## config.mk

```make
export PLATFORM = sky130hd
export DESIGN_NAME = esrg_guard
export DESIGN_NICKNAME = d
export VERILOG_FILES = /design/src/hw/esrg_pkg.sv /design/src/hw/esrg_decode.sv /design/src/hw/esrg_guard.sv
export VERILOG_INCLUDE_DIRS = /design/src /design/src/hw
export SDC_FILE = /design/constraint.sdc
export NUM_CORES = 1
export LEC_CHECK = 0
export ABC_AREA = 1
export BUFFER_PORTS_ARGS = -buffer_cell sky130_fd_sc_hd__buf_2
export CAP_MARGIN = 20
export CORE_AREA = 2 2 87 80
export DETAILED_ROUTE_END_ITERATION = 7
export DIE_AREA = 0 0 89 82
export GPL_TIMING_DRIVEN = 0
export PLACE_DENSITY = 0.9
export SYNTH_ARGS = -nofsm -noshare
export SYNTH_HDL_FRONTEND = slang
export SYNTH_HIERARCHICAL = 1
export SYNTH_SLANG_ARGS = --single-unit
```

## constraint.sdc

```tcl
create_clock -name pclk -period 3.4 [get_ports pclk]
set_input_delay 0.68 -clock pclk [delete_from_list [all_inputs] [get_ports pclk]]
set_output_delay 0.68 -clock pclk [all_outputs]
set_load 0.02 [all_outputs]
```

## src/hw/esrg_defines.svh

```systemverilog
// Register offsets, field positions and reset values for the range guard
`ifndef ESRG_DEFINES_SVH
`define ESRG_DEFINES_SVH
`define ESRG_OFF_TOP        12'h000
`define ESRG_OFF_ERR        12'h004
`define ESRG_OFF_CTRL       12'h008
`define ESRG_OFF_LOCK       12'h00C
`define ESRG_OFF_IRQ_STAT   12'h010
`define ESRG_OFF_IRQ_EN     12'h014
`define ESRG_OFF_IRQ_CLR    12'h018
`define ESRG_TOP_RESET      4'h1
`define ESRG_ERR_BIT        7
`define ESRG_CTRL_EN        0
`define ESRG_CTRL_SZ_LO     1
`define ESRG_CTRL_SZ_HI     2
`define ESRG_CTRL_GEN       3
`define ESRG_CTRL_OPEN      4
`define ESRG_LOCK_BIT       0
`define ESRG_SZ_512K        24'h080000
`define ESRG_SZ_1M          24'h100000
`define ESRG_SZ_2M          24'h200000
`define ESRG_SZ_4M          24'h400000
`define ESRG_EV_CPU         0
`define ESRG_EV_IO          1
`endif

```

## src/hw/esrg_pkg.sv

```systemverilog
// Types shared by the range guard
package esrg_pkg;
   typedef enum logic [1:0] {
      ESRG_SZ_512K_E,
      ESRG_SZ_1M_E,
      ESRG_SZ_2M_E,
      ESRG_SZ_4M_E
   } esrg_size_t;
endpackage : esrg_pkg

```

## src/hw/esrg_decode.sv

```systemverilog
// Combinational window decode for the extended SMM region
`include "esrg_defines.svh"
module esrg_decode
   import esrg_pkg::*;
(
   input  wire logic [39:0] addr,
   input  wire logic [3:0]  top,
   input  wire esrg_size_t  size_sel,
   input  wire logic        enable,
   output logic             hit
);
   logic [32:0] top_addr;
   logic [32:0] base_addr;
   logic [32:0] size_bytes;

   always_comb begin
      case (size_sel) // [RQ3] [RQ11]
         ESRG_SZ_512K_E: size_bytes = {9'h000, `ESRG_SZ_512K};
         ESRG_SZ_1M_E:   size_bytes = {9'h000, `ESRG_SZ_1M};
         ESRG_SZ_2M_E:   size_bytes = {9'h000, `ESRG_SZ_2M};
         default:        size_bytes = {9'h000, `ESRG_SZ_4M};
      endcase
   end

   assign top_addr  = {1'b0, top, 28'h0000000}; // [RQ1]
   // A top of zero wraps; base below zero never matches
   assign base_addr = top_addr - size_bytes;
   assign hit = enable && (addr[39:32] == 8'h00) && !base_addr[32]
                && ({1'b0, addr[31:0]} >= base_addr)
                && ({1'b0, addr[31:0]} < top_addr); // [RQ2] [RQ12]
endmodule : esrg_decode

```

## src/hw/esrg_guard.sv

```systemverilog
// Extended SMM range guard with APB registers and violation monitor
`include "esrg_defines.svh"
// What this block does
// (RQ1) Four-bit top field gives address bits 31:28 of the exclusive bound.
// (RQ2) Decode hits only below 4GB, from top minus size up to top.
// (RQ3) Region size is 512 KB, 1 MB, 2 MB or 4 MB.
// (RQ4) Top field resets to one, the default low memory top.
// (RQ5) Top field is writable until the lock is set, then read-only.
// (RQ6) Software must never place top above the low memory top.
// (RQ7) Non-SMM processor access to guarded ranges without open sets flag.
// (RQ8) Inbound I/O access to SMM range, master-aborted, sets the flag.
// (RQ9) Eviction writebacks into SMM ranges never set the flag.
// (RQ10) Flag stays set until software writes one to bit 7.
// (RQ11) Size select 00/01/10/11 means 512K/1M/2M/4M.
// (RQ12) Region exists only with global and region enables both set.
// (RQ13) Only SMM-marked processor requests may reach the protected memory.
// (RQ14) Non-SMM hits in the region go to the south bridge port.
// (RQ15) Lock holds until system reset, keeping locked fields read-only.
module esrg_guard
   import esrg_pkg::*;
(
   input  wire logic        pclk,
   input  wire logic        presetn,
   input  wire logic        psel,
   input  wire logic        penable,
   input  wire logic        pwrite,
   input  wire logic [11:0] paddr,
   input  wire logic [31:0] pwdata,
   output logic [31:0]      prdata,
   output logic             pready,
   output logic             pslverr,
   input  wire logic        cpu_req,
   input  wire logic [39:0] cpu_addr,
   input  wire logic        smm_request_indicator,
   input  wire logic        explicit_eviction_writeback,
   input  wire logic        implicit_eviction_writeback,
   input  wire logic        high_smm_hit,
   output logic             cpu_to_south_bridge_port,
   output logic             cpu_to_dram,
   input  wire logic        io_req,
   input  wire logic [39:0] io_addr,
   output logic             io_master_abort,
   output logic             irq
);
   logic [3:0]  region_top_field_r;
   esrg_size_t  protected_size_select_r;
   logic        extended_region_enable_r;
   logic        global_smram_enable_r;
   logic        smram_open_r;
   logic        smram_lock_r;
   logic        smm_violation_flag_r;
   logic [1:0]  irq_stat_r;
   logic [1:0]  irq_en_r;
   logic        cpu_hit;
   logic        io_hit;
   logic        region_on;
   logic        cpu_evict;
   logic        cpu_viol;
   logic        io_viol;
   logic        wr_en;
   logic        rd_en;
   logic        addr_ok;
   logic        clr_flag;
   logic [31:0] rdata_nxt;

   assign region_on = global_smram_enable_r
                      && extended_region_enable_r; // [RQ12]

   esrg_decode u_cpu_dec (
      .addr     (cpu_addr),
      .top      (region_top_field_r),
      .size_sel (protected_size_select_r),
      .enable   (region_on),
      .hit      (cpu_hit)
   );

   esrg_decode u_io_dec (
      .addr     (io_addr),
      .top      (region_top_field_r),
      .size_sel (protected_size_select_r),
      .enable   (region_on),
      .hit      (io_hit)
   );

   assign cpu_evict = explicit_eviction_writeback
                      || implicit_eviction_writeback;
   // Routing is combinational so the request path adds no latency
   assign cpu_to_south_bridge_port = cpu_req && cpu_hit
                                     && !smm_request_indicator; // [RQ14]
   assign cpu_to_dram = cpu_req && !(cpu_hit
                                     && !smm_request_indicator); // [RQ13]
   assign io_master_abort = io_req && io_hit; // [RQ8]

   // Evictions are exempt whatever the SMM indicator says
   assign cpu_viol = cpu_req && !cpu_evict && !smm_request_indicator
                     && !smram_open_r
                     && (cpu_hit || high_smm_hit); // [RQ7] [RQ9]
   assign io_viol  = io_master_abort; // [RQ8]

   // APB: zero wait states, error on unmapped offsets
   assign pready  = 1'b1;
   assign wr_en   = psel && penable && pwrite;
   assign rd_en   = psel && !penable && !pwrite;
   always_comb begin
      addr_ok = 1'b1;
      if (paddr == `ESRG_OFF_TOP) begin
         addr_ok = 1'b1;
      end else if (paddr == `ESRG_OFF_ERR) begin
         addr_ok = 1'b1;
      end else if (paddr == `ESRG_OFF_CTRL) begin
         addr_ok = 1'b1;
      end else if (paddr == `ESRG_OFF_LOCK) begin
         addr_ok = 1'b1;
      end else if (paddr == `ESRG_OFF_IRQ_STAT) begin
         addr_ok = 1'b1;
      end else if (paddr == `ESRG_OFF_IRQ_EN) begin
         addr_ok = 1'b1;
      end else if (paddr == `ESRG_OFF_IRQ_CLR) begin
         addr_ok = 1'b1;
      end else begin
         addr_ok = 1'b0;
      end
   end
   assign pslverr = psel && penable && !addr_ok;

   always_ff @(posedge pclk or negedge presetn) begin
      if (!presetn) begin
         region_top_field_r <= `ESRG_TOP_RESET; // [RQ4]
      end else if (wr_en && paddr == `ESRG_OFF_TOP && !smram_lock_r) begin
         region_top_field_r <= pwdata[3:0]; // [RQ5]
      end
   end

   always_ff @(posedge pclk or negedge presetn) begin
      if (!presetn) begin
         protected_size_select_r  <= ESRG_SZ_512K_E;
         extended_region_enable_r <= 1'b0;
         global_smram_enable_r    <= 1'b0;
         smram_open_r             <= 1'b0;
      end else if (wr_en && paddr == `ESRG_OFF_CTRL) begin
         // Open override stays writable; it is the SMM handler's door
         smram_open_r <= pwdata[`ESRG_CTRL_OPEN];
         if (!smram_lock_r) begin
            protected_size_select_r <= esrg_size_t'(
               pwdata[`ESRG_CTRL_SZ_HI:`ESRG_CTRL_SZ_LO]);
            extended_region_enable_r <= pwdata[`ESRG_CTRL_EN];
            global_smram_enable_r    <= pwdata[`ESRG_CTRL_GEN];
         end
      end
   end

   // Lock only sets; nothing but reset clears it
   always_ff @(posedge pclk or negedge presetn) begin
      if (!presetn) begin
         smram_lock_r <= 1'b0;
      end else if (wr_en && paddr == `ESRG_OFF_LOCK
                   && pwdata[`ESRG_LOCK_BIT]) begin
         smram_lock_r <= 1'b1; // [RQ15]
      end
   end

   assign clr_flag = wr_en && paddr == `ESRG_OFF_ERR
                     && pwdata[`ESRG_ERR_BIT];

   // Set wins over a clear in the same cycle
   always_ff @(posedge pclk or negedge presetn) begin
      if (!presetn) begin
         smm_violation_flag_r <= 1'b0;
      end else if (cpu_viol || io_viol) begin
         smm_violation_flag_r <= 1'b1; // [RQ7] [RQ8]
      end else if (clr_flag) begin
         smm_violation_flag_r <= 1'b0; // [RQ10]
      end
   end

   always_ff @(posedge pclk or negedge presetn) begin
      if (!presetn) begin
         irq_stat_r <= 2'h0;
      end else begin
         irq_stat_r[`ESRG_EV_CPU] <= cpu_viol || (irq_stat_r[`ESRG_EV_CPU]
            && !(wr_en && paddr == `ESRG_OFF_IRQ_CLR
                 && pwdata[`ESRG_EV_CPU]));
         irq_stat_r[`ESRG_EV_IO] <= io_viol || (irq_stat_r[`ESRG_EV_IO]
            && !(wr_en && paddr == `ESRG_OFF_IRQ_CLR
                 && pwdata[`ESRG_EV_IO]));
      end
   end

   always_ff @(posedge pclk or negedge presetn) begin
      if (!presetn) begin
         irq_en_r <= 2'h0;
      end else if (wr_en && paddr == `ESRG_OFF_IRQ_EN) begin
         irq_en_r <= pwdata[1:0];
      end
   end

   assign irq = |(irq_stat_r & irq_en_r);

   always_comb begin
      rdata_nxt = 32'h00000000;
      if (paddr == `ESRG_OFF_TOP) begin
         rdata_nxt[3:0] = region_top_field_r;
      end else if (paddr == `ESRG_OFF_ERR) begin
         rdata_nxt[`ESRG_ERR_BIT] = smm_violation_flag_r;
      end else if (paddr == `ESRG_OFF_CTRL) begin
         rdata_nxt[`ESRG_CTRL_EN] = extended_region_enable_r;
         rdata_nxt[`ESRG_CTRL_SZ_HI:`ESRG_CTRL_SZ_LO] =
            protected_size_select_r;
         rdata_nxt[`ESRG_CTRL_GEN]  = global_smram_enable_r;
         rdata_nxt[`ESRG_CTRL_OPEN] = smram_open_r;
      end else if (paddr == `ESRG_OFF_LOCK) begin
         rdata_nxt[`ESRG_LOCK_BIT] = smram_lock_r;
      end else if (paddr == `ESRG_OFF_IRQ_STAT) begin
         rdata_nxt[1:0] = irq_stat_r;
      end else if (paddr == `ESRG_OFF_IRQ_EN) begin
         rdata_nxt[1:0] = irq_en_r;
      end else begin
         rdata_nxt = 32'h00000000;
      end
   end

   // Read data captured in setup so it is stable through access
   always_ff @(posedge pclk or negedge presetn) begin
      if (!presetn) begin
         prdata <= 32'h00000000;
      end else if (rd_en) begin
         prdata <= rdata_nxt;
      end
   end
endmodule : esrg_guard

```

# Word level (Yosys, flattened, before mapping)

Cells that the tools add are included.
Widths: inputs -> output; s select.

Bits in registers: 47
Output and inout port bits: 38
Input port bits: 135
Logic and storage cells: 107

Mux-type cells: 23
Bitwise logic cells: 2
Magnitude comparators: 4
Equality and inequality tests: 8
Add/subtract/negate cells: 1
Reduce and logical (&&, ||, !) cells: 59

Operators with widths:

| kind                | number |
|---|---|
| $pmux 23 s3         | 1 |
| $ge 32x33->1        | 2 |
| $lt 32x32->1        | 2 |
| $eq 12x5->1 const B | 3 |
| $logic_and 1x1->1   | 36 |
| $sub 32x23->33      | 1 |
| $mux 28             | 1 |
| $eq 12x4->1 const B | 2 |
| $logic_not 8->1     | 2 |
| $eq 12x3->1 const B | 1 |
| $logic_not 12->1    | 1 |
| $mux 1              | 12 |
| $mux 2              | 6 |
| $logic_not 1->1     | 11 |
| $mux 7              | 1 |
| $logic_or 1x1->1    | 5 |
| $mux 5              | 1 |
| $mux 4              | 1 |
| $and 2x2->2         | 1 |
| $eq 2x1->1 const B  | 1 |
| $eq 2x2->1 const B  | 1 |
| $logic_not 2->1     | 1 |
| $reduce_and 2->1    | 1 |
| $reduce_bool 2->1   | 1 |
| 2 further kinds     | 2 |

# Logic depth before layout (Yosys ltp)

Gate-level depths: netlist (run 1).

Depth in word-level cells: 11
Depth in mapped cells: 15
Mapped depth without buffers: 15

# Hierarchy

Netlist (run 1), hierarchy kept.

By module, submodules not included:

| module      | instances | cells an instance | area an instance (um^2) | seq. area each (um^2) |
|---|---|---|---|---|
| esrg_guard  | 1         | 190               | 1,445.1                 | 526.8 |
| esrg_decode | 2         | 114               | 648.1                   | 0.0 |

# Worst setup path before layout (run 1)

No wires, ideal clock.

Path type: register to output
Start: register protected_size_select_r[1]
End: output port cpu_to_south_bridge_port
Buffers on the path: 0
Setup slack: 0.393 ns
Arrival time: 2.327 ns
Stages on the path, launching flop included: 16
Required time: 2.720 ns
Cells stage by stage: dfrtp_1 nor2_1 inv_1 ha_1 nand2_2 nand4_1 xor2_1 ha_1 nand4_1 nor2_1 nand2_1 nor2_1 nor2_1 a21oi_2 nand2_1 nor2_1

Word-level cells in the longest chain between the ends: 9
Elaborated cells on any way between the ends: 12
Classes of those cells: add/sub (1); order compare (1); eq/ne (2); mux (1); reduce/logical (7)

RTL lines:

| element                                              | RTL line          | RTL |
|---|---|---|
| from (decl)                                          | esrg_guard.sv:46  | `esrg_size_t protected_size_select_r;` |
| from (signal assigned)                               | esrg_guard.sv:144 | `protected_size_select_r <= esrg_size_t'(` |
| $eq 2x2->1, or another cell as far along             | esrg_decode.sv:17 | `case (size_sel)` |
| $pmux 23 s3 *                                        | esrg_decode.sv:17 |  |
| $sub 32x23->33 *                                     | esrg_decode.sv:27 | `assign base_addr = top_addr - size_bytes;` |
| branches (longest 2 deep; another with $ge 32x33->1) | -                 |  |
| $logic_and 1x1->1 *                                  | esrg_decode.sv:29 | `&& ({1'b0, addr[31:0]} >= base_addr)` |
| $logic_and 1x1->1 *                                  | esrg_decode.sv:30 | `&& ({1'b0, addr[31:0]} < top_addr);` |
| named net cpu_hit                                    | esrg_guard.sv:54  | `logic cpu_hit;` |
| $logic_and 1x1->1 *                                  | esrg_guard.sv:88  | `assign cpu_to_south_bridge_port = cpu_req && cpu_hit` |
| $logic_and 1x1->1 *                                  | esrg_guard.sv:89  | `&& !smm_request_indicator;` |
| to (decl)                                            | esrg_guard.sv:38  | `output logic cpu_to_south_bridge_port,` |

Mark *: on every way through the listed nets, which the timed path passes.

# Final worst setup path (run 1)

Start: register protected_size_select_r[1]
End: output port cpu_to_dram

Word-level cells in the longest chain between the ends: 10
Elaborated cells on any way between the ends: 13
Classes of those cells: add/sub (1); order compare (1); eq/ne (2); mux (1); reduce/logical (8)

RTL lines:

| element                                              | RTL line          | RTL |
|---|---|---|
| $eq 2x2->1, or another cell as far along             | esrg_decode.sv:17 |  |
| $pmux 23 s3 *                                        | esrg_decode.sv:17 |  |
| $sub 32x23->33 *                                     | esrg_decode.sv:27 |  |
| branches (longest 2 deep; another with $ge 32x33->1) | -                 |  |
| $logic_and 1x1->1 *                                  | esrg_decode.sv:29 |  |
| $logic_and 1x1->1 *                                  | esrg_decode.sv:30 |  |
| named net cpu_hit                                    | esrg_guard.sv:54  |  |
| $logic_and 1x1->1 *                                  | esrg_guard.sv:91  | `&& !smm_request_indicator);` |
| $logic_not 1->1 *                                    | esrg_guard.sv:90  | `assign cpu_to_dram = cpu_req && !(cpu_hit` |
| $logic_and 1x1->1 *                                  | esrg_guard.sv:90  |  |
| to (decl)                                            | esrg_guard.sv:39  | `output logic cpu_to_dram,` |

Marked as above.

==> flow_metrics.env, run 1 <==
export IMPL_status="complete, but fails checks"
export IMPL_violations="setup timing"
export IMPL_clkLatencyLatePin_ns=0.26
export IMPL_fin_ws_ns=-0.00551
export IMPL_die_w_um=89
export IMPL_cp_required_ns=2.72
export IMPL_finClkSkew_ns=0.00759
export IMPL_finalCriticalPeriod_ns=3.41
export IMPL_min_path_type="input port to async pin"
export IMPL_grt_pass1_wl_mm=11.3
export IMPL_max_clock_path_buffers=2
export IMPL_post_drt_wl_per_cell_um=10.7
export IMPL_cp_max_fo=4
export IMPL_routed_wl_mm=7.21
export IMPL_tritoncts="done"
export IMPL_worstSetupEndpointType="output port"
export IMPL_ys_ff_latch=21
export IMPL_start_util_pct=42.5
export IMPL_multiInputGateArea_um2=1900
export IMPL_rsz0062_at_grt="true"
export IMPL_row_count=28
export IMPL_htree_num_levels=1
export IMPL_hold_viol=0
export IMPL_vias=3075
export IMPL_syn_inst=418
export IMPL_antenna_left=0
export IMPL_final_util_pct=59.7
export IMPL_clockPowerShare_pct=25.1
export IMPL_io_pins=173
export IMPL_initialDrtViolationCount=116
export IMPL_port_buffers=119
export IMPL_worst_hold_slack_ns=0.365
export IMPL_drive_gt1_share_pct=38.2
export IMPL_dr_pass1_iters=4
export IMPL_synthArstFlopShare_pct=100
export IMPL_finalSetupTns_ns=-0.00551
export IMPL_seqCellArea_um2=529
export IMPL_power_frac_seq_pct=39.5
export IMPL_core_um2=6450
export IMPL_path_class="flip-flop to output port"
export IMPL_p_int_mw=0.454
export IMPL_root_buffer="clkbuf_8"
export IMPL_start_kind="flip-flop"
export IMPL_nets=758
export IMPL_drc_errors=0
export IMPL_setup_viol=1
export IMPL_cts_num_sinks=21
export IMPL_yosysSeqAreaShare_pct=19.2
export IMPL_final_common_cell="buf_2"
export IMPL_place_congestion=0.871
export IMPL_slew_viol_final=0
export IMPL_avgSynthCellArea_um2=6.56
export IMPL_comb_power_share_pct=35.4
export IMPL_netSwitchingFraction_pct=33.1
export IMPL_die_area_um2=7300
export IMPL_first_global_vias=2806
export IMPL_dpl_instance_area_um2=3540
export IMPL_grt_overflow_total=0
export IMPL_ys_types=34
export IMPL_fmax_ghz=0.294
export IMPL_synth_edff_count=0
export IMPL_grt_max_degree=22
export IMPL_timing_rr_start="protected_size_select_r[1]"
export IMPL_power_density_nw_per_um2=176
export IMPL_yosys_warnings=6
export IMPL_numCtsBuffers=3
export IMPL_worstSetupStartpoint="protected_size_select_r[1]"
export IMPL_critPathArrivalTime_ns=2.73
export IMPL_postCtsHoldBufs=0
export IMPL_power_switching_mw=0.225
export IMPL_max_vdd_ir_drop_v=0.000156
export IMPL_die_h_um=82
export IMPL_leakage_nw=2.26
export IMPL_final_area_um2=3850
export IMPL_finalPower_mw=0.679
export IMPL_syn_area_um2=2740
export IMPL_num_antenna_cells=0
export IMPL_mostFrequentLayoutCells="buf_2, nand2_1, inv_1, nor2_1, buf_4"
export IMPL_min_period_over_period_pct=100
export IMPL_max_cap_violations=0
export IMPL_grt_use_total_pct=19.1
export IMPL_clk_pin_slew_ns=0.09
export IMPL_viasPerCell=4.55
export IMPL_area_growth_pct=40.3
export IMPL_antenna_found_initial=0
export IMPL_dpl_hpwl_mm=5.92
export IMPL_synth_main_ff_cell="dfrtp_1"
export IMPL_num_fill_cells=629
logic make-up (layout without fill, tap and decap cells):
logic type      Yosys count  in the layout  share of synthesized area [%]
simple gates            213            213                           36.4
buf+inv                 100            243                           17.4
compound gates           38             38                           8.12
fa+ha+maj                36             36                           16.4
flops                    21             21                           19.2
xor+xnor                  6              6                           1.92
other cells               4             29                          0.548
routing by layer:
layer / GRT usage (%) / share of wire [%] / vias up
met2: 38.4 / 50 / 134
met1: 21.7 / 41 / 1328
met4: 3.73 / 1.3 / 0
met5: 0 / 0 / -
li1: - / - / 1600
met3: 1.81 / 7.9 / 13
critical path, stage by stage, from the launching register on:
cell and delay [ns]:
dfrtp_2 0.47, nor2_4 0.13, inv_2 0.05, ha_4 0.16, nand2_4 0.07, nand4_1 0.09, xor2_1 0.17, ha_1 0.32
buf_4 0.12, nand3_1 0.08, nor3_2 0.15, nand2_1 0.08, a21oi_2 0.23, buf_4 0.16, a21oi_2 0.04, buf_4 0.15
final timing paths:
path / end / slack [ns] / depth (start not counted)
setup / recovery: cpu_to_dram / -0.006 / 15
hold / removal: prdata[7] / 0.37 / 1
setup reg to reg: smm_violation_flag_r / 0.72 / 19
hold reg to reg: prdata[3] / 0.50 / 1
max in group asynchronous: region_top_field_r[0] / 2.68 / 1
min in group pclk: prdata[3] / 0.50 / 1
timing repair:
action	in CTS	in global routing
endpoints found under the hold margin	0	0
gates resized for setup	8	19
endpoints found under the setup margin	3	3
pin swaps	9	21
buffers inserted	5	15
layout make-up:
| cell class | instances | share of cell area (%) |
|---|---|---|
| well taps | 90 | 2.93 |
| multi-input cells | 322 | 49.4 |
| repair buffers | 139 | 20.1 |
| clock buffers | 3 | 1.07 |
| inverters | 73 | 7.25 |
| plain buffers | 27 | 5.27 |
| clock inverters | 1 | 0.195 |
| flip-flops and latches | 21 | 13.8 |
Yosys cell counts (5+ instances only):
| cell | instances | area (um^2) |
|---|---|---|
| nand2_1 | 96 | 360 |
| inv_1 | 60 | 225 |
| nor2_1 | 59 | 221 |
| ha_1 | 36 | 450 |
| buf_4 | 27 | 203 |
| dfrtp_1 | 20 | 500 |
| nand3_1 | 19 | 95.1 |
| o21ai_1 | 19 | 95.1 |
| inv_2 | 13 | 48.8 |
| nand4_1 | 9 | 56.3 |
| a21oi_1 | 8 | 40.0 |
| nand2_2 | 7 | 43.8 |
| nor2_2 | 5 | 31.3 |
power groups by stage:
stage / Sequential, mW / Combinational (mW) / Clock (mW)
final: 0.268 / 0.240 / 0.170
after global routing: 0.270 / 0.271 / 0.184
after CTS: 0.268 / 0.238 / 0.172
after detailed placement: 0.273 / 0.237 / 0
after global placement: 0.273 / 0.230 / 0
after floorplan: 0.281 / 0.128 / 0
metrics by stage:
stage          worst slack (ns)  std cells
6_report               -0.00551        676
5_1_grt                  -0.235        676
4_1_cts                 -0.0185        661
3_5_place_dp             0.0775        652
3_3_place_gp              0.135        652
2_1_floorplan             0.393        443
registers in the layout, summed over array words and instances (netlist names):
| name | cells |
|---|---|
| region_top_field_r | 4 |
| prdata | 6 |
| smram_lock_r | 1 |
| extended_region_enable_r | 1 |
| irq_en_r | 2 |
| global_smram_enable_r | 1 |
| smram_open_r | 1 |
| irq_stat_r | 2 |
| protected_size_select_r | 2 |
| smm_violation_flag_r | 1 |
Note: power is estimated with default switching activity, not from simulation.
==> run 2, diff against run 1 <==
--- a/config.mk
+++ b/config.mk
@@ -13,7 +13,7 @@
 export DETAILED_ROUTE_END_ITERATION = 7
 export DIE_AREA = 0 0 89 82
 export GPL_TIMING_DRIVEN = 0
-export PLACE_DENSITY = 0.9
+export PLACE_DENSITY = 0.81
 export SYNTH_ARGS = -nofsm -noshare
 export SYNTH_HDL_FRONTEND = slang
 export SYNTH_HIERARCHICAL = 1
==> run 2 against run 1 <==
  * The run now ends clean
  * Core utilization fell by 0.37 points
  * Count of clock-buffer cells in the layout rose by 1
  * Critical path depth rose by 1
  * Design area fell by 0.62%
  * Register-to-register slack improved by 0.15 ns
  * Flip-flop and latch count did not move
  * Die area did not move
  * Setup slack improved by 0.060 ns
==> flow_metrics.env, run 2 (synthesis gave the netlist of run 1 again) <==
export IMPL_viasPerCell=4.39
export IMPL_fmax_ghz=0.299
export IMPL_cp_max_fo=4
export IMPL_grt_pass1_wl_mm=11.0
export IMPL_tritoncts="done"
export IMPL_min_period_over_period_pct=98.4
export IMPL_min_path_type="input port to async pin"
export IMPL_area_growth_pct=39.4
export IMPL_critPathBufInv=2
export IMPL_dpl_hpwl_mm=5.76
export IMPL_ff2ff_setup_slack_ns=0.87
export IMPL_globalRouteMet2Util_pct=34.8
export IMPL_fin_ws_ns=0.0540
export IMPL_power_density_nw_per_um2=175
export IMPL_post_drt_wl_per_cell_um=10.3
export IMPL_routed_wl_mm=6.95
export IMPL_vias=2954
export IMPL_start_util_pct=42.5
export IMPL_die_area_um2=7300
export IMPL_finalCriticalPeriod_ns=3.35
export IMPL_final_util_pct=59.3
export IMPL_grt_max_degree=22
export IMPL_status="complete, no violations"
export IMPL_slew_viol_final=0
export IMPL_grt_busiest_layer="met2"
export IMPL_initialDrtViolationCount=75
export IMPL_dp_cells=652
export IMPL_place_congestion=0.846
export IMPL_max_clock_path_buffers=2
export IMPL_die_w_um=89
export IMPL_mostFrequentLayoutCells="buf_2, nand2_1, nor2_1, inv_1, buf_4"
export IMPL_num_fill_cells=647
export IMPL_numCtsBuffers=3
export IMPL_grt_overflow_total=0
export IMPL_clk_pin_slew_ns=0.07
export IMPL_ff2ff_path_depth=14
export IMPL_antenna_left=0
export IMPL_critPathArrivalTime_ns=2.67
export IMPL_max_vdd_ir_drop_v=0.000102
export IMPL_finalPower_mw=0.668
export IMPL_core_um2=6450
export IMPL_place_ws_ns=0.131
export IMPL_leakage_nw=2.24
export IMPL_critPathMaxStageDelay_ns=0.46
export IMPL_root_buffer="clkbuf_8"
export IMPL_drive_gt1_share_pct=37.6
export IMPL_drc_errors=0
export IMPL_instances_no_fill=673
export IMPL_clkLatencyLatePin_ns=0.26
export IMPL_max_cap_violations=0
export IMPL_cp_required_ns=2.72
export IMPL_die_h_um=82
export IMPL_dr_pass1_iters=4
export IMPL_cts_num_sinks=21
export IMPL_finClkSkew_ns=0.00444
export IMPL_final_common_cell="buf_2"
export IMPL_start_kind="flip-flop"
export IMPL_port_buffers=119
export IMPL_finalSetupTns_ns=0
export IMPL_antenna_found_initial=0
export IMPL_reg_top3="prdata (6), region_top_field_r (4)"
export IMPL_grtUsageMet3_pct=2.11
export IMPL_top_register="prdata"
export IMPL_postCtsHoldBufs=0
export IMPL_nets=755
export IMPL_largest_reg_flops=6
export IMPL_htree_num_levels=1
export IMPL_path_common_cell="nor2_1"
export IMPL_worstSetupEndpointType="output port"
export IMPL_timing_rr_start="protected_size_select_r[1]"
export IMPL_use_met1_pct=22.7
export IMPL_crit_path_cell_trace="nor2_4, inv_2, ha_4, nand2_2, nand4_1, xor2_1, ha_1, nand4_1, nor2_1, nand2_1, nor2_1, nor2_1, a21oi_2, nand2_1, nor2_1, buf_4"
export IMPL_dpl_instance_area_um2=3540
export IMPL_worstSetupStartpoint="protected_size_select_r[1]"
export IMPL_io_pins=173
export IMPL_rsz0062_at_grt="true"
export IMPL_worst_hold_slack_ns=0.370
export IMPL_path_class="flip-flop to output port"
export IMPL_hold_viol=0
export IMPL_critical_path_slowest_cell="dfrtp_2"
export IMPL_row_count=28
export IMPL_first_global_vias=2701
export IMPL_final_area_um2=3820
export IMPL_grt_use_total_pct=18.6
export IMPL_setup_viol=0
export IMPL_cp_top_family="simple AND/OR/NAND/NOR gates"
export IMPL_num_antenna_cells=0
export IMPL_timing_rr_end="smm_violation_flag_r"
[run 2: cell type report]
class | instances | area [um^2] | area share [%]
Multi-Input combinational cell | 322 | 1890 | 49.4
Clock buffer | 4 | 45.0 | 1.18
Buffer | 27 | 203 | 5.30
Sequential cell | 21 | 529 | 13.8
Tap cell | 90 | 113 | 2.95
Inverter | 73 | 277 | 7.23
Timing Repair Buffer | 136 | 767 | 20.1
[run 2: worst reg2reg max path, delay by kind of cell, from the launching register on]
kind                     cells  cell delay, ns
AND/OR/NAND/NOR              6            0.62
AO/OA/AOI/OAI                3            0.49
buffers and inverters        2            0.20
XOR/XNOR                     1            0.16
adder cells (fa/ha/maj)      2            0.48
flip-flops                   1            0.46
[run 2: power by group]
part / internal, mW / switching (mW) / leakage, nW
Clock: 0.0835 / 0.0779 / 0.0228
Sequential: 0.261 / 0.00610 / 0.261
Combinational: 0.110 / 0.129 / 1.96
Total: 0.455 / 0.213 / 2.24
[run 2: what timing repair did]
| action | in CTS | in global routing |
|---|---|---|
| pin swaps | 7 | 22 |
| gates resized for setup | 7 | 18 |
| endpoints found under the setup margin | 3 | 3 |
| buffers inserted | 7 | 10 |
[run 2: how the worst max path moves through the flow]
stage               slack [ns]  depth (start not counted)                        to
finish                    0.05                         16  cpu_to_south_bridge_port
global route             -0.13                         16  cpu_to_south_bridge_port
detailed placement        0.13                         16  cpu_to_south_bridge_port
floorplan                 0.39                         15  cpu_to_south_bridge_port
CTS                       0.01                         16  cpu_to_south_bridge_port
global placement          0.16                         16  cpu_to_south_bridge_port
[run 2: routing by layer]
metal  share of wire, %  vias up
li1                   -     1586
met1                 44     1257
met2                 48      100
met3                6.6       11
met4                1.1        0
met5                  0        -
==> run 3, diff against run 2 <==
--- a/config.mk
+++ b/config.mk
@@ -6,14 +6,13 @@
 export SDC_FILE = /design/constraint.sdc
 export NUM_CORES = 1
 export LEC_CHECK = 0
-export ABC_AREA = 1
 export BUFFER_PORTS_ARGS = -buffer_cell sky130_fd_sc_hd__buf_2
 export CAP_MARGIN = 20
-export CORE_AREA = 2 2 87 80
+export CORE_AREA = 2 2 84 78
 export DETAILED_ROUTE_END_ITERATION = 7
-export DIE_AREA = 0 0 89 82
+export DIE_AREA = 0 0 86 80
 export GPL_TIMING_DRIVEN = 0
-export PLACE_DENSITY = 0.81
+export PLACE_DENSITY = 0.8
 export SYNTH_ARGS = -nofsm -noshare
 export SYNTH_HDL_FRONTEND = slang
 export SYNTH_HIERARCHICAL = 1
==> run 3 against run 2 <==
  * Design area fell by 10%
  * Maximum frequency fell by 5.6%
  * Sequential share of layout area rose by 1.5 points
  * The run now ends with setup timing left
  * Core utilization fell by 1.7 points
  * Largest power group unchanged
  * Die area fell by 5.7%
  * Power fell by 8.4%
==> flow_metrics.env, run 3 <==
export IMPL_port_buffers=117
export IMPL_initialDrtViolationCount=73
export IMPL_die_w_um=86
export IMPL_clk_pin_slew_ns=0.08
export IMPL_finClkSkew_ns=0.0102
export IMPL_cts_num_sinks=21
export IMPL_power_density_nw_per_um2=178
export IMPL_critPathArrivalTime_ns=2.87
export IMPL_num_fill_cells=555
export IMPL_routed_wl_mm=6.84
export IMPL_reg_top3="prdata (6), region_top_field_r (4)"
export IMPL_timing_rr_end="smm_violation_flag_r"
export IMPL_cp_max_fo=10
export IMPL_root_buffer="clkbuf_8"
export IMPL_synth_top_area_cell="dfrtp_1"
export IMPL_numCtsBuffers=3
export IMPL_first_global_vias=2459
export IMPL_setup_viol=3
export IMPL_min_path_type="input port to async pin"
export IMPL_post_drt_wl_per_cell_um=13.5
export IMPL_leakage_nw=1.88
export IMPL_grt_use_total_pct=19.5
export IMPL_timing_rr_start="region_top_field_r[0]"
export IMPL_synth_most_common_cell="ha_1"
export IMPL_final_area_um2=3440
export IMPL_synth_commonest_cells="ha_1, buf_4, inv_1"
export IMPL_min_period_over_period_pct=104
export IMPL_synth_top_cell_area_share_pct=20.4
export IMPL_ys_ff_latch=21
export IMPL_viasPerCell=4.95
export IMPL_top_register="prdata"
export IMPL_dpl_instance_area_um2=3220
export IMPL_worst_hold_slack_ns=0.352
export IMPL_fin_ws_ns=-0.146
export IMPL_die_h_um=80
export IMPL_final_common_cell="buf_2"
export IMPL_synth_area_leaders="dfrtp_1, ha_1, buf_4"
export IMPL_htree_num_levels=1
export IMPL_row_count=27
export IMPL_max_clock_path_buffers=2
export IMPL_max_vdd_ir_drop_v=0.000122
export IMPL_num_antenna_cells=0
export IMPL_fmax_ghz=0.282
export IMPL_antenna_left=0
export IMPL_finalPower_mw=0.612
export IMPL_area_growth_pct=40.2
export IMPL_clkLatencyLatePin_ns=0.27
export IMPL_yosysSeqAreaShare_pct=21.5
export IMPL_vias=2500
export IMPL_ys_types=51
export IMPL_ff2ff_path_depth=12
export IMPL_avgSynthCellArea_um2=8.80
export IMPL_path_class="flip-flop to output port"
export IMPL_status="complete, but fails checks"
export IMPL_synthArstFlopShare_pct=100
export IMPL_yosys_warnings=6
export IMPL_core_um2=5980
export IMPL_start_kind="flip-flop"
export IMPL_max_cap_violations=0
export IMPL_largest_reg_flops=6
export IMPL_drc_errors=0
export IMPL_syn_area_um2=2450
export IMPL_syn_inst=279
export IMPL_grt_overflow_total=0
export IMPL_dr_pass1_iters=4
export IMPL_grt_max_degree=22
export IMPL_synth_main_ff_cell="dfrtp_1"
export IMPL_tritoncts="done"
export IMPL_synth_edff_count=0
export IMPL_nets=605
export IMPL_finalCriticalPeriod_ns=3.55
export IMPL_slew_viol_final=0
export IMPL_worstSetupEndpointType="output port"
export IMPL_io_pins=173
export IMPL_drive_gt1_share_pct=45.5
export IMPL_die_area_um2=6880
export IMPL_finalSetupTns_ns=-0.301
export IMPL_ff2ff_setup_slack_ns=0.64
export IMPL_violations="setup timing"
export IMPL_antenna_found_initial=0
export IMPL_start_util_pct=41.1
export IMPL_grt_pass1_wl_mm=10.8
export IMPL_rsz0062_at_grt="true"
export IMPL_dpl_hpwl_mm=5.52
export IMPL_hold_viol=0
export IMPL_place_congestion=0.852
export IMPL_mostFrequentLayoutCells="buf_2, buf_4, ha_1, conb_1, inv_1"
export IMPL_worstSetupStartpoint="region_top_field_r[0]"
export IMPL_cp_required_ns=2.72
## run 3: final cells by class
| class | count | area [um^2] | area share [%] |
|---|---|---|---|
| clock inverter | 1 | 7.51 | 0.218 |
| clock buffer | 3 | 41.3 | 1.20 |
| multi-input combinational | 226 | 1790 | 52.1 |
| timing repair buffer | 125 | 664 | 19.3 |
| sequential | 21 | 529 | 15.4 |
| buffer | 32 | 224 | 6.51 |
| inverter | 25 | 93.8 | 2.73 |
| tap | 72 | 90.1 | 2.62 |
## run 3: kinds of logic after synthesis
kind of cell    count (synthesis)  synth area share [%]
compound gates                 42                  11.7
flops                          21                  21.5
simple gates                   96                  24.7
xor+xnor                        6                  2.14
other cells                     4                 0.611
buf+inv                        57                  12.9
mux                            17                  8.10
fa+ha+maj                      36                  18.3
## run 3: worst max path at each step
stage	end	cells after the start
after CTS	cpu_to_south_bridge_port	13
final	cpu_to_south_bridge_port	10
after global placement	cpu_to_south_bridge_port	12
after floorplan	cpu_to_south_bridge_port	11
after global routing	cpu_to_south_bridge_port	13
after detailed placement	cpu_to_south_bridge_port	12
## run 3: worst max-delay path, cell delays in order, from the launching register on
cell	delay, ns
dfstp_2	0.71
inv_1	0.12
ha_1	0.24
xnor2_1	0.15
ha_1	0.32
and4b_1	0.21
nor3b_2	0.18
o21ai_2	0.10
a31oi_2	0.24
and3_1	0.20
buf_6	0.12
## run 3: stage by stage
| stage | cells | util [%] | setup slack [ns] |
|---|---|---|---|
| 2_1_floorplan | 304 | - | 0.0466 |
| 3_3_place_gp | 493 | 53.9 | -0.337 |
| 3_5_place_dp | 493 | 53.9 | -0.427 |
| 4_1_cts | 505 | 57.4 | -0.228 |
| 5_1_grt | 505 | 57.6 | -0.316 |
| 6_report | 505 | 57.6 | -0.146 |
## run 3: routing by layer
layer	routed length [um]	global-route usage, %	share of wire [%]
met1	2720	22.7	40
met2	3610	36.6	53
met3	382	3.00	5.6
met4	123	5.40	1.8
met5	0	0	0
## run 3: repair_timing
item,4_1_cts,5_1_grt
hold buffers,0,0
endpoints found under the setup margin,3,3
cloned,0,0
pin swaps,17,10
resized for setup,22,2
setup buffers,8,0
## run 3: power breakdown
group | leakage [nW] | switching, mW | total (mW) | internal (mW)
sequential | 0.274 | 0.00282 | 0.257 | 0.254
combinational | 1.59 | 0.0939 | 0.187 | 0.0932
clock | 0.0217 | 0.0852 | 0.168 | 0.0829
